File: src/rtl/timer_pair_pkg.sv
// Package with the register map, field layout, codes and carriers of the timer pair.
package timer_pair_pkg;

  // ----------------------------------------------------------------------------------------
  // Bus widths and register addresses
  // ----------------------------------------------------------------------------------------
  localparam int ADDR_W = 24;
  localparam int DATA_W = 8;
  localparam int UNITS  = 2;

  // Index 0 is unit 4, index 1 is unit 5.
  localparam logic [ADDR_W-1:0] ADDR_CTRL  [UNITS] = '{24'hffea40, 24'hffea41};
  localparam logic [ADDR_W-1:0] ADDR_FLAGS [UNITS] = '{24'hffea42, 24'hffea43};
  localparam logic [ADDR_W-1:0] ADDR_MATCH_A [UNITS] = '{24'hffea44, 24'hffea45};
  localparam logic [ADDR_W-1:0] ADDR_MATCH_B [UNITS] = '{24'hffea46, 24'hffea47};
  localparam logic [ADDR_W-1:0] ADDR_COUNT [UNITS] = '{24'hffea48, 24'hffea49};
  localparam logic [ADDR_W-1:0] ADDR_EDGE  [UNITS] = '{24'hffea4a, 24'hffea4b};
  localparam logic [ADDR_W-1:0] ADDR_EVENT_STATUS = 24'hffea4c;
  localparam logic [ADDR_W-1:0] ADDR_EVENT_MASK   = 24'hffea4d;
  localparam logic [ADDR_W-1:0] ADDR_STOP_HI      = 24'hfffdcc;
  localparam logic [ADDR_W-1:0] ADDR_STOP_LO      = 24'hfffdcd;

  // ----------------------------------------------------------------------------------------
  // Field positions
  // ----------------------------------------------------------------------------------------
  localparam int CLR_SEL_LSB     = 3;
  localparam int CLK_SEL_LSB     = 0;
  localparam int FLAG_B_BIT      = 7;
  localparam int FLAG_A_BIT      = 6;
  localparam int FLAG_OVF_BIT    = 5;
  localparam int OUT_B_LSB       = 2;
  localparam int OUT_A_LSB       = 0;
  localparam int EDGE_FAST_BIT   = 0;
  localparam int EDGE_FALL_BIT   = 1;
  localparam int STOP_TIMER_BIT  = 13;
  localparam int EVT_PER_UNIT    = 3;
  localparam int EVT_W           = UNITS * EVT_PER_UNIT;
  localparam int PRESCALE_W      = 13;

  // ----------------------------------------------------------------------------------------
  // Codes
  // ----------------------------------------------------------------------------------------
  localparam logic [1:0] CLR_NONE   = 2'h0;
  localparam logic [1:0] CLR_ON_A   = 2'h1;
  localparam logic [1:0] CLR_ON_B   = 2'h2;
  localparam logic [1:0] OUT_KEEP   = 2'h0;
  localparam logic [1:0] OUT_LOW    = 2'h1;
  localparam logic [1:0] OUT_HIGH   = 2'h2;
  localparam logic [1:0] OUT_TOGGLE = 2'h3;
  localparam logic [2:0] CLK_STOP    = 3'h0;
  localparam logic [2:0] CLK_FINE    = 3'h1;
  localparam logic [2:0] CLK_MID     = 3'h2;
  localparam logic [2:0] CLK_COARSE  = 3'h3;
  localparam logic [2:0] CLK_CASCADE = 3'h4;

  // Divider taps as powers of two: 2, 8, 32, 64, 1024, 8192.
  localparam logic [3:0] LOG2_DIV2    = 4'h1;
  localparam logic [3:0] LOG2_DIV8    = 4'h3;
  localparam logic [3:0] LOG2_DIV32   = 4'h5;
  localparam logic [3:0] LOG2_DIV64   = 4'h6;
  localparam logic [3:0] LOG2_DIV1024 = 4'ha;
  localparam logic [3:0] LOG2_DIV8192 = 4'hd;

  // ----------------------------------------------------------------------------------------
  // Values after reset
  // ----------------------------------------------------------------------------------------
  localparam logic [7:0]  COUNT_RESET = 8'h00;
  localparam logic [7:0]  MATCH_RESET = 8'hff;
  localparam logic [7:0]  COUNT_TOP   = 8'hff;
  localparam logic [15:0] STOP_RESET  = 16'hffff;

  // ----------------------------------------------------------------------------------------
  // Carriers
  // ----------------------------------------------------------------------------------------
  typedef struct packed {
    logic [1:0] clear_sel;
    logic [2:0] clk_sel;
    logic [1:0] edge_sel;
    logic [1:0] out_b_sel;
    logic [1:0] out_a_sel;
  } unit_cfg_t;

  typedef struct packed {
    logic ovf;
    logic match_b;
    logic match_a;
  } unit_evt_t;

endpackage : timer_pair_pkg

File: src/rtl/cascaded_timer_pair.sv
// Pair of cascadable 8-bit compare-match timers with a serial base clock output.
//
// Notes on behaviour
// - With clear select 01 a unit's counter returns to zero on a match A.
// - With match-B output select 10 a match B drives the unit's wave output high.
// - With match-A output select 01 a match A drives the unit's wave output low.
// - The counter is compared with match-A value and equality on each new counter value while running sets match-A flag.
// - The counter is compared with match-B value and equality on each new counter value while running sets match-B flag.
// - Clock select 000 stops counting; 001 counts clock/8 or clock/2 on the chosen edge.
// - Clock select 010 counts clock/64 or clock/32 on the chosen edge.
// - Clock select 011 counts clock/8192 or clock/1024 on the chosen edge.
// - Clock select 100 in unit 4 counts each overflow of unit 5, edge select ignored.
// - Clock select 100 in unit 5 counts each match A of unit 4, edge select ignored.
// - Every counter and compare value is an 8-bit register that reads back and writes.
// - Bit 13 of the third module-stop register halts both timer units together.
// - A stop bit at 1 halts its module and at 0 lets it run.
// - The serial base clock is the AND of the two wave outputs.

// Index 0 of each per-unit array is unit 4, index 1 is unit 5.
module cascaded_timer_pair (
  // Clock and reset
  input  wire logic                                clock,
  input  wire logic                                rst,
  // Register port
  input  wire logic [timer_pair_pkg::ADDR_W-1:0]   addr,
  input  wire logic [timer_pair_pkg::DATA_W-1:0]   wdata,
  input  wire logic                                wr,
  input  wire logic                                rd,
  output logic      [timer_pair_pkg::DATA_W-1:0]   rdata,
  // Interrupt
  output logic                                     irq,
  // Waveform outputs
  output logic                                     unit4_wave_out,
  output logic                                     unit5_wave_out,
  output logic                                     sci_base_clock
);

  // ----------------------------------------------------------------------------------------
  // Helper functions
  // ----------------------------------------------------------------------------------------

  // Picks the divider tap for a clock select and the fast/slow half of the edge select.
  function automatic logic [3:0] div_log2(input logic [2:0] clk_sel, input logic fast);
    logic [3:0] res;

    res = timer_pair_pkg::LOG2_DIV8;
    if (clk_sel == timer_pair_pkg::CLK_FINE) begin
      res = fast ? timer_pair_pkg::LOG2_DIV2 : timer_pair_pkg::LOG2_DIV8;
    end else if (clk_sel == timer_pair_pkg::CLK_MID) begin
      res = fast ? timer_pair_pkg::LOG2_DIV32 : timer_pair_pkg::LOG2_DIV64;
    end else if (clk_sel == timer_pair_pkg::CLK_COARSE) begin
      res = fast ? timer_pair_pkg::LOG2_DIV1024 : timer_pair_pkg::LOG2_DIV8192;
    end
    return res;
  endfunction : div_log2

  // True in the cycle where divided clock bit (lg-1) of the prescaler is about to rise or
  // fall; the low lg bits then hold 0111..1 (rising) or 1111..1 (falling).
  function automatic logic tap_tick(input logic [timer_pair_pkg::PRESCALE_W-1:0] pre,
                                    input logic [3:0] lg, input logic falling);
    logic [timer_pair_pkg::PRESCALE_W-1:0] mask;
    logic [timer_pair_pkg::PRESCALE_W-1:0] target;

    mask   = (timer_pair_pkg::PRESCALE_W'(1) << lg) - timer_pair_pkg::PRESCALE_W'(1);
    target = falling ? mask : (mask >> 1);

    return (pre & mask) == target;
  endfunction : tap_tick

  // Applies match requests to a wave level; toggle beats high, high beats low.
  function automatic logic out_level(input logic cur, input logic [1:0] sel_a,
                                     input logic ev_a, input logic [1:0] sel_b,
                                     input logic ev_b);
    logic [1:0] req_a;
    logic [1:0] req_b;
    logic       res;

    req_a = ev_a ? sel_a : timer_pair_pkg::OUT_KEEP;
    req_b = ev_b ? sel_b : timer_pair_pkg::OUT_KEEP;
    res   = cur;

    if (req_a == timer_pair_pkg::OUT_TOGGLE || req_b == timer_pair_pkg::OUT_TOGGLE) begin
      res = ~cur;
    end else if (req_a == timer_pair_pkg::OUT_HIGH || req_b == timer_pair_pkg::OUT_HIGH) begin
      res = 1'b1;
    end else if (req_a == timer_pair_pkg::OUT_LOW || req_b == timer_pair_pkg::OUT_LOW) begin
      res = 1'b0;
    end
    return res;
  endfunction : out_level

  // ----------------------------------------------------------------------------------------
  // Shared state
  // ----------------------------------------------------------------------------------------
  // Short local names for the package sizes.
  localparam int UNITS = timer_pair_pkg::UNITS;
  localparam int EVT_W = timer_pair_pkg::EVT_W;

  timer_pair_pkg::unit_cfg_t             cfg        [UNITS];
  timer_pair_pkg::unit_evt_t             evt        [UNITS];
  timer_pair_pkg::unit_evt_t             flags      [UNITS];
  logic [7:0]                            count      [UNITS];
  logic [7:0]                            match_a_val[UNITS];
  logic [7:0]                            match_b_val[UNITS];
  logic                                  wave       [UNITS];
  logic [timer_pair_pkg::DATA_W-1:0]     unit_rd    [UNITS];
  logic                                  unit_hit   [UNITS];

  logic [timer_pair_pkg::PRESCALE_W-1:0] prescale;
  logic [15:0]                           stop_ctrl;
  logic [EVT_W-1:0]                      evt_status;
  logic [EVT_W-1:0]                      evt_mask;
  logic                                  running;

  // Halting the pair freezes the prescaler, the counters and every match event.
  assign running = ~stop_ctrl[timer_pair_pkg::STOP_TIMER_BIT];

  // ----------------------------------------------------------------------------------------
  // Prescaler and module stop
  // ----------------------------------------------------------------------------------------

  // Free-running divider shared by both units so their taps stay phase-aligned.
  always_ff @(posedge clock) begin
    if (rst) begin
      prescale <= '0;
    end else if (running) begin
      prescale <= prescale + timer_pair_pkg::PRESCALE_W'(1);
    end
  end

  // Module-stop register, reached as two bytes; only bit 13 steers this block.
  logic wr_stop_hi;
  logic wr_stop_lo;
  assign wr_stop_hi = wr && (addr == timer_pair_pkg::ADDR_STOP_HI);
  assign wr_stop_lo = wr && (addr == timer_pair_pkg::ADDR_STOP_LO);

  always_ff @(posedge clock) begin
    if (rst) begin
      stop_ctrl <= timer_pair_pkg::STOP_RESET;
    end else if (wr_stop_hi) begin
      stop_ctrl[15:8] <= wdata;
    end else if (wr_stop_lo) begin
      // The low byte only reads back.
      stop_ctrl[7:0] <= wdata;
    end
  end

  // ----------------------------------------------------------------------------------------
  // Timer units
  // ----------------------------------------------------------------------------------------
  for (genvar u = 0; u < UNITS; u++) begin : g_unit
    logic       wr_ctrl;
    logic       wr_flags;
    logic       wr_match_a;
    logic       wr_match_b;
    logic       wr_count;
    logic       wr_edge;

    logic       cascade_in;
    logic       prescale_tick;
    logic       internal_src;
    logic       count_en;
    logic       eq_a;
    logic       eq_b;

    logic       clear_cnt;
    logic       updated;
    logic [2:0] flag_clear;
    logic [7:0] next_count;
    logic       next_wave;
    timer_pair_pkg::unit_evt_t next_flags;

    // Register decode for this unit.
    assign wr_ctrl    = wr && (addr == timer_pair_pkg::ADDR_CTRL[u]);
    assign wr_flags   = wr && (addr == timer_pair_pkg::ADDR_FLAGS[u]);
    assign wr_match_a = wr && (addr == timer_pair_pkg::ADDR_MATCH_A[u]);
    assign wr_match_b = wr && (addr == timer_pair_pkg::ADDR_MATCH_B[u]);
    assign wr_count   = wr && (addr == timer_pair_pkg::ADDR_COUNT[u]);
    assign wr_edge    = wr && (addr == timer_pair_pkg::ADDR_EDGE[u]);

    // Unit 4 counts overflows of unit 5; unit 5 counts match A of unit 4. The cascade
    // never loops because match events come only from registered state.
    assign cascade_in = (u == 0) ? evt[1].ovf : evt[0].match_a;

    // Count enable from the selected prescaler tap and edge.
    assign prescale_tick = tap_tick(prescale,
                                    div_log2(cfg[u].clk_sel,
                                             cfg[u].edge_sel[timer_pair_pkg::EDGE_FAST_BIT]),
                                    cfg[u].edge_sel[timer_pair_pkg::EDGE_FALL_BIT]);

    assign internal_src  = (cfg[u].clk_sel == timer_pair_pkg::CLK_FINE)
                        || (cfg[u].clk_sel == timer_pair_pkg::CLK_MID)
                        || (cfg[u].clk_sel == timer_pair_pkg::CLK_COARSE);

    assign count_en = running
                   && ((internal_src && prescale_tick)
                    || ((cfg[u].clk_sel == timer_pair_pkg::CLK_CASCADE) && cascade_in));

    // A match fires once per new counter value, so a held value makes one event only.
    assign eq_a = (count[u] == match_a_val[u]);
    assign eq_b = (count[u] == match_b_val[u]);

    assign evt[u].match_a = running && updated && eq_a;
    assign evt[u].match_b = running && updated && eq_b;
    assign evt[u].ovf     = count_en && (count[u] == timer_pair_pkg::COUNT_TOP);

    // Clear on match wins over a count in the same cycle; a software write wins over both.
    assign clear_cnt = ((cfg[u].clear_sel == timer_pair_pkg::CLR_ON_A) && evt[u].match_a)
                    || ((cfg[u].clear_sel == timer_pair_pkg::CLR_ON_B) && evt[u].match_b);

    assign next_count = wr_count  ? wdata :
                        clear_cnt ? timer_pair_pkg::COUNT_RESET :
                        count_en  ? count[u] + 8'h01 : count[u];

    // Flags clear by writing 0; an event in the same cycle keeps the flag set.
    assign flag_clear = wr_flags ? ~{wdata[timer_pair_pkg::FLAG_OVF_BIT],
                                     wdata[timer_pair_pkg::FLAG_B_BIT],
                                     wdata[timer_pair_pkg::FLAG_A_BIT]} : 3'h0;

    assign next_flags = (flags[u] & ~flag_clear) | evt[u];

    // Wave level changes only on matches and otherwise holds.
    assign next_wave = out_level(wave[u], cfg[u].out_a_sel, evt[u].match_a,
                                 cfg[u].out_b_sel, evt[u].match_b);

    // Counter and compare values.
    always_ff @(posedge clock) begin
      if (rst) begin
        count[u]       <= timer_pair_pkg::COUNT_RESET;
        match_a_val[u] <= timer_pair_pkg::MATCH_RESET;
        match_b_val[u] <= timer_pair_pkg::MATCH_RESET;
        updated        <= 1'b0;
      end else begin
        count[u] <= next_count;
        // Marks a new counter value for the compare.
        updated  <= wr_count || clear_cnt || count_en;

        if (wr_match_a) begin
          match_a_val[u] <= wdata;
        end
        if (wr_match_b) begin
          match_b_val[u] <= wdata;
        end
      end
    end

    // Configuration fields.
    always_ff @(posedge clock) begin
      if (rst) begin
        cfg[u] <= '0;
      end else begin
        if (wr_ctrl) begin
          cfg[u].clear_sel <= wdata[timer_pair_pkg::CLR_SEL_LSB +: 2];
          cfg[u].clk_sel   <= wdata[timer_pair_pkg::CLK_SEL_LSB +: 3];
        end

        if (wr_flags) begin
          cfg[u].out_b_sel <= wdata[timer_pair_pkg::OUT_B_LSB +: 2];
          cfg[u].out_a_sel <= wdata[timer_pair_pkg::OUT_A_LSB +: 2];
        end

        if (wr_edge) begin
          cfg[u].edge_sel <= wdata[1:0];
        end
      end
    end

    // Flags and wave level.
    always_ff @(posedge clock) begin
      if (rst) begin
        flags[u] <= '0;
        wave[u]  <= 1'b0;
      end else begin
        flags[u] <= next_flags;
        wave[u]  <= next_wave;
      end
    end

    // Read-back for this unit; reserved bits read as zero.
    logic [7:0] flags_rd;
    assign flags_rd = {flags[u].match_b, flags[u].match_a, flags[u].ovf, 1'b0,
                       cfg[u].out_b_sel, cfg[u].out_a_sel};

    assign unit_hit[u] = (addr == timer_pair_pkg::ADDR_CTRL[u])
                      || (addr == timer_pair_pkg::ADDR_FLAGS[u])
                      || (addr == timer_pair_pkg::ADDR_MATCH_A[u])
                      || (addr == timer_pair_pkg::ADDR_MATCH_B[u])
                      || (addr == timer_pair_pkg::ADDR_COUNT[u])
                      || (addr == timer_pair_pkg::ADDR_EDGE[u]);

    assign unit_rd[u] =
      (addr == timer_pair_pkg::ADDR_CTRL[u])    ? {3'h0, cfg[u].clear_sel, cfg[u].clk_sel} :
      (addr == timer_pair_pkg::ADDR_FLAGS[u])   ? flags_rd :
      (addr == timer_pair_pkg::ADDR_MATCH_A[u]) ? match_a_val[u] :
      (addr == timer_pair_pkg::ADDR_MATCH_B[u]) ? match_b_val[u] :
      (addr == timer_pair_pkg::ADDR_COUNT[u])   ? count[u] :
      (addr == timer_pair_pkg::ADDR_EDGE[u])    ? {6'h00, cfg[u].edge_sel} : 8'h00;
  end

  // ----------------------------------------------------------------------------------------
  // Event status, mask and interrupt
  // ----------------------------------------------------------------------------------------
  logic             wr_status;
  logic             wr_mask;

  logic [EVT_W-1:0] evt_now;
  logic [EVT_W-1:0] status_clear;
  logic [EVT_W-1:0] next_status;

  assign wr_status    = wr && (addr == timer_pair_pkg::ADDR_EVENT_STATUS);
  assign wr_mask      = wr && (addr == timer_pair_pkg::ADDR_EVENT_MASK);
  assign evt_now      = {evt[1], evt[0]};
  assign status_clear = wr_status ? wdata[EVT_W-1:0] : '0;

  // Writing 1 clears a bit, but an event arriving in the same cycle sets it again.
  assign next_status  = (evt_status & ~status_clear) | evt_now;

  always_ff @(posedge clock) begin
    if (rst) begin
      evt_status <= '0;
      evt_mask   <= '0;
    end else begin
      // Set beats clear, see next_status.
      evt_status <= next_status;
      if (wr_mask) begin
        evt_mask <= wdata[EVT_W-1:0];
      end
    end
  end

  // Level interrupt from registered status and mask only.
  assign irq = |(evt_status & evt_mask);

  // ----------------------------------------------------------------------------------------
  // Read port
  // ----------------------------------------------------------------------------------------
  // Unit windows first, then the pair-wide registers.
  logic [7:0] read_value;
  assign read_value =
    unit_hit[0] ? unit_rd[0] :
    unit_hit[1] ? unit_rd[1] :
    (addr == timer_pair_pkg::ADDR_EVENT_STATUS) ? {2'h0, evt_status} :
    (addr == timer_pair_pkg::ADDR_EVENT_MASK)   ? {2'h0, evt_mask} :
    (addr == timer_pair_pkg::ADDR_STOP_HI)      ? stop_ctrl[15:8] :
    (addr == timer_pair_pkg::ADDR_STOP_LO)      ? stop_ctrl[7:0] : 8'h00;

  // Read data stand only in the cycle after the strobe; otherwise they are zero.
  always_ff @(posedge clock) begin
    if (rst) begin
      rdata <= 8'h00;
    end else begin
      // Zero between reads.
      rdata <= rd ? read_value : 8'h00;
    end
  end

  // ----------------------------------------------------------------------------------------
  // Wave outputs and serial base clock
  // ----------------------------------------------------------------------------------------
  // Waves leave straight from their flip-flops.
  assign unit4_wave_out = wave[0];
  assign unit5_wave_out = wave[1];

  // Both inputs are flip-flops, so the AND carries no glitch from the compare logic.
  assign sci_base_clock = wave[0] & wave[1];

endmodule : cascaded_timer_pair

File: config.mk
export PLATFORM = sky130hd
export DESIGN_NAME = cascaded_timer_pair
export DESIGN_NICKNAME = d
export VERILOG_FILES = /design/src/rtl/timer_pair_pkg.sv /design/src/rtl/cascaded_timer_pair.sv
export SDC_FILE = /design/constraint.sdc
export NUM_CORES = 1
export LEC_CHECK = 0
export BUFFER_PORTS_ARGS = -buffer_cell sky130_fd_sc_hd__buf_2
export CORE_MARGIN = 2
export CORE_UTILIZATION = 61
export CTS_CLUSTER_DIAMETER = 50
export CTS_CLUSTER_SIZE = 30
export DETAILED_ROUTE_END_ITERATION = 8
export PLACE_DENSITY = 0.84
export SYNTH_ARGS = -nofsm -noshare
export SYNTH_HDL_FRONTEND = slang
export SYNTH_SLANG_ARGS = --single-unit
File: constraint.sdc
create_clock -name clock -period 2.8 [get_ports clock]
set_input_delay 0.28 -clock clock [delete_from_list [all_inputs] [get_ports clock]]
set_output_delay 0.28 -clock clock [all_outputs]
set_load 0.1 [all_outputs]
==> out/results.md <==
| Result | This run | Unit |
| --- | --- | --- |
| Share of layout cells above drive strength 1 | 0.183 | - |
| Startpoint type of the worst setup path | flop | - |
| Top fanout value on the critical path | 9 | - |
| Cells after synthesis | 801 | - |
| Sequential fraction of the synthesis area | 0.434 | - |
| Number of antenna-violating nets in the routed design | 0 | - |
| Period utilisation layout | 0.983 | - |
| Cell internal pwr | 3.42 | mW |
| Per-cell via count in the routed design | 6.68 | - |
| Largest net degree at the start of global routing | 51 | - |
| H-tree depth | 4 | - |
| Half-perimeter wire length of the detailed placement result | 16100 | µm |
| Number of warnings reported in the yosys synthesis log | 0 | - |
| Leading register cell type out of synthesis | dfxtp_1 | - |
| Worst Skew | 5.98 | ps |
| Initial antenna violation count | 0 | - |
| Path type of the worst setup path | flop to flop | - |
| Arr. time, crit path | 3110 | ps |
| Worst Min Path Start | wdata[0] | - |
| P per Cell Area | 538 | mW/mm² |
| Leakage Power | 3.01 | nW |
| Switching power | 1.07 | mW |
| Area of the mapped netlist | 0.00719 | mm² |
| Hold Crit Class | primary input to flop | - |
| Routability congestion estimate | 1.05 | - |
| # diodes | 0 | - |
| Initial Utilization | 0.627 | - |
| Die extent in x | 113 | µm |
| Std cell rows | 39 | - |
| Post-synth EDFFs | 54 | - |
| Clock tree from TritonCTS | built | - |
| #FFs+latches synth | 129 | - |
| Part of the total power dissipated in combinational logic | 0.055 | - |
| DRC viols | 0 | - |
| Fraction of the core area covered by cells at the end of the flow | 0.727 | - |
| Switching fraction of total power | 0.238 | - |
| Number of I/O port buffers | 47 | - |
| Total Routing Usage GR | 0.364 | - |
| Die area | 0.0127 | mm² |
| Clock buffers created by TritonCTS | 17 | - |
| DR pass1 iterations | 6 | - |
| Shortest clock period the worst path allows after layout | 2750 | ps |
| Post-placement cell area | 0.00770 | mm² |
| Origin of the worst setup path | cfg[1][7] | - |
| Final hold viol count | 0 | - |
| Io pins | 48 | - |
| Per-instance average area after synthesis | 8.98 | µm² |
| Worst slew pin tran | 745 | ps |
| Per-cell routed wire length | 22.7 | µm |
| Die H | 113 | µm |
| Run status | finished, final reports clean | - |
| Post-synthesis cell type with the largest combined area | edfxtp_1 | - |
| Total grt overflow | 0 | - |
| Synth Net Count | 840 | - |
| Clock network power share | 0.489 | - |
| Global-route wire length before repair | 35200 | µm |
| Vias post-DR | 6762 | - |
| Reported max-cap violation count | 0 | - |
| Net total in the final layout | 896 | - |
| Portion of total power attributed to sequential cells | 0.456 | - |
| Slew Viols, Final | 0 | - |
| Biggest area contributors in the synthesized netlist | edfxtp_1 23%, dfxtp_1 21%, xnor2_1 4.3% | - |
| Largest buffer count on any clock path | 2 | - |
| Insertion delay of the later-clocked pin in the worst-skew pair | 420 | ps |
| DRC marker count from the first detailed-route iteration | 997 | - |
| Sink Count | 129 | - |
| Slew headroom | 0.504 | - |
| Worst vdd ir | 0.000632 | V |
| Total of endpoints with negative setup slack in the final report | 0 | - |
| Share of synthesized flip-flops with an asynchronous set or reset | 0 | - |
| Clock-pin slew on the worst setup and hold paths | 60 | ps |
| Leading cell type by number of instances after synthesis | dfxtp_1 | - |
| Start of the worst register-to-register path | cfg[1][7] | - |
| Fmax | 363 | MHz |
| Synth top cells by count | 75 x dfxtp_1, 66 x nand2_1, 54 x edfxtp_1 | - |
| Final non-filler cell area | 0.00833 | mm² |
| Required time at the endpoint of the critical path | 3150 | ps |
| Number of global-route vias before repair | 6566 | - |
| Root buffer selected by CTS | clkbuf_16 | - |
| Category of the worst setup path capture point | flop | - |
| Total Routed Length | 23000 | µm |
| Area of the core | 0.0115 | mm² |
| Layout overhead on the synthesized area | 15.8 | % |
| Distinct cell type count after synthesis | 70 | - |
| Yosys top cell area share | 0.225 | - |
-- layer usage --
layer | vias to the layer above | part of all wire | GRT usage
met4 | 0 | 0.048 | 0.189
met1 | 3211 | 0.39 | 0.478
met2 | 421 | 0.45 | 0.556
li1 | 3042 | - | -
met3 | 88 | 0.11 | 0.0929
met5 | - | 0 | 0
-- power groups by stage --
stage	sequential (mW)	clock, mW	combinational [mW]
floorplan	2.06	0	0.142
global placement	2.08	0	0.223
detailed placement	2.08	0	0.228
CTS	2.04	2.19	0.229
global route	2.05	2.28	0.259
finish	2.04	2.19	0.247
-- state kept, by name (all words and copies together) (netlist names) --
name / flops
wave: 2
match_a_val: 16
match_b_val: 16
rdata: 8
prescale: 13
g_unit.updated: 2
cfg: 22
evt_status: 6
stop_ctrl: 16
count: 16
flags: 6
evt_mask: 6
-- per-stage QoR --
step | hold WS (ps) | setup TNS [ps] | total power, mW | setup WS (ps) | std cells
2_1_floorplan | 398 | 0 | 2.20 | 375 | 801
3_3_place_gp | 461 | 0 | 2.30 | 130 | 975
3_5_place_dp | 465 | 0 | 2.31 | 60.4 | 975
4_1_cts | 293 | 0 | 4.46 | 78.7 | 1007
5_1_grt | 309 | -219 | 4.59 | -71.4 | 1013
6_report | 308 | 0 | 4.48 | 47.9 | 1013
-- timing repair --
item                       CTS  global route
resized for setup            0             2
setup endpoints to repair    0             4
buffers inserted             0             6
hold buffers                 0             0
-- worst paths after layout --
path	to	slack, ps	cells after the start
worst min-delay path	count[1][0]	310	3
worst max-delay path	flags[0][2]	50	8
worst min register to register	evt_mask[1]	470	2
worst max register to register	flags[0][2]	50	8
-- logic make-up (layout without fill, tap and decap cells) --
group	count (synthesis)	after routing	share of synthesized area
and+or+nand+nor	323	323	0.244
muxes	15	15	0.0216
DFF	129	129	0.434
adders and majority gates	3	3	0.00522
AOI/OAI and AO/OA	199	199	0.192
buffers and inverters	84	153	0.0447
xor gates and xnor gates	48	48	0.0584
-- cell type report --
class / instances / area (µm²)
clock inverters: 13 / 134
clock buffers: 19 / 443
flip-flops and latches: 129 / 3120
multi-input cells: 588 / 3760
repair buffers: 96 / 603
fillers: 860 / 3130
inverters: 25 / 93.8
well taps: 143 / 179
-- cell usage in the layout (no fill, tap or decap), types with 11 or more instances in the layout --
cell | netlist | routed
nor2_1 | 48 | 48
mux2i_1 | 11 | 11
xor2_1 | 13 | 13
and3_1 | 16 | 16
buf_2 | 5 | 47
a21oi_1 | 48 | 48
inv_1 | 25 | 25
nand2b_1 | 28 | 28
clkbuf_16 | 0 | 17
nand2_1 | 66 | 66
a211o_1 | 17 | 17
xnor2_1 | 35 | 35
a21o_1 | 11 | 11
buf_4 | 0 | 49
nor2b_1 | 23 | 23
nand4_1 | 11 | 11
dfxtp_1 | 75 | 75
and2_1 | 17 | 17
nand3_1 | 38 | 38
o21ai_0 | 39 | 39
or2_2 | 16 | 16
edfxtp_1 | 54 | 54
a221oi_1 | 15 | 15
nor3_1 | 21 | 21
-- critical path, stage by stage (launching register included) --
cell and delay, ps:
edfxtp_1 490, nor4bb_2 440, o21ai_0 160, a21oi_1 170, and4bb_1 250, a21oi_1 80
o21a_2 300, or4b_1 620, a21oi_1 170
(Power assumes the default switching activity.)
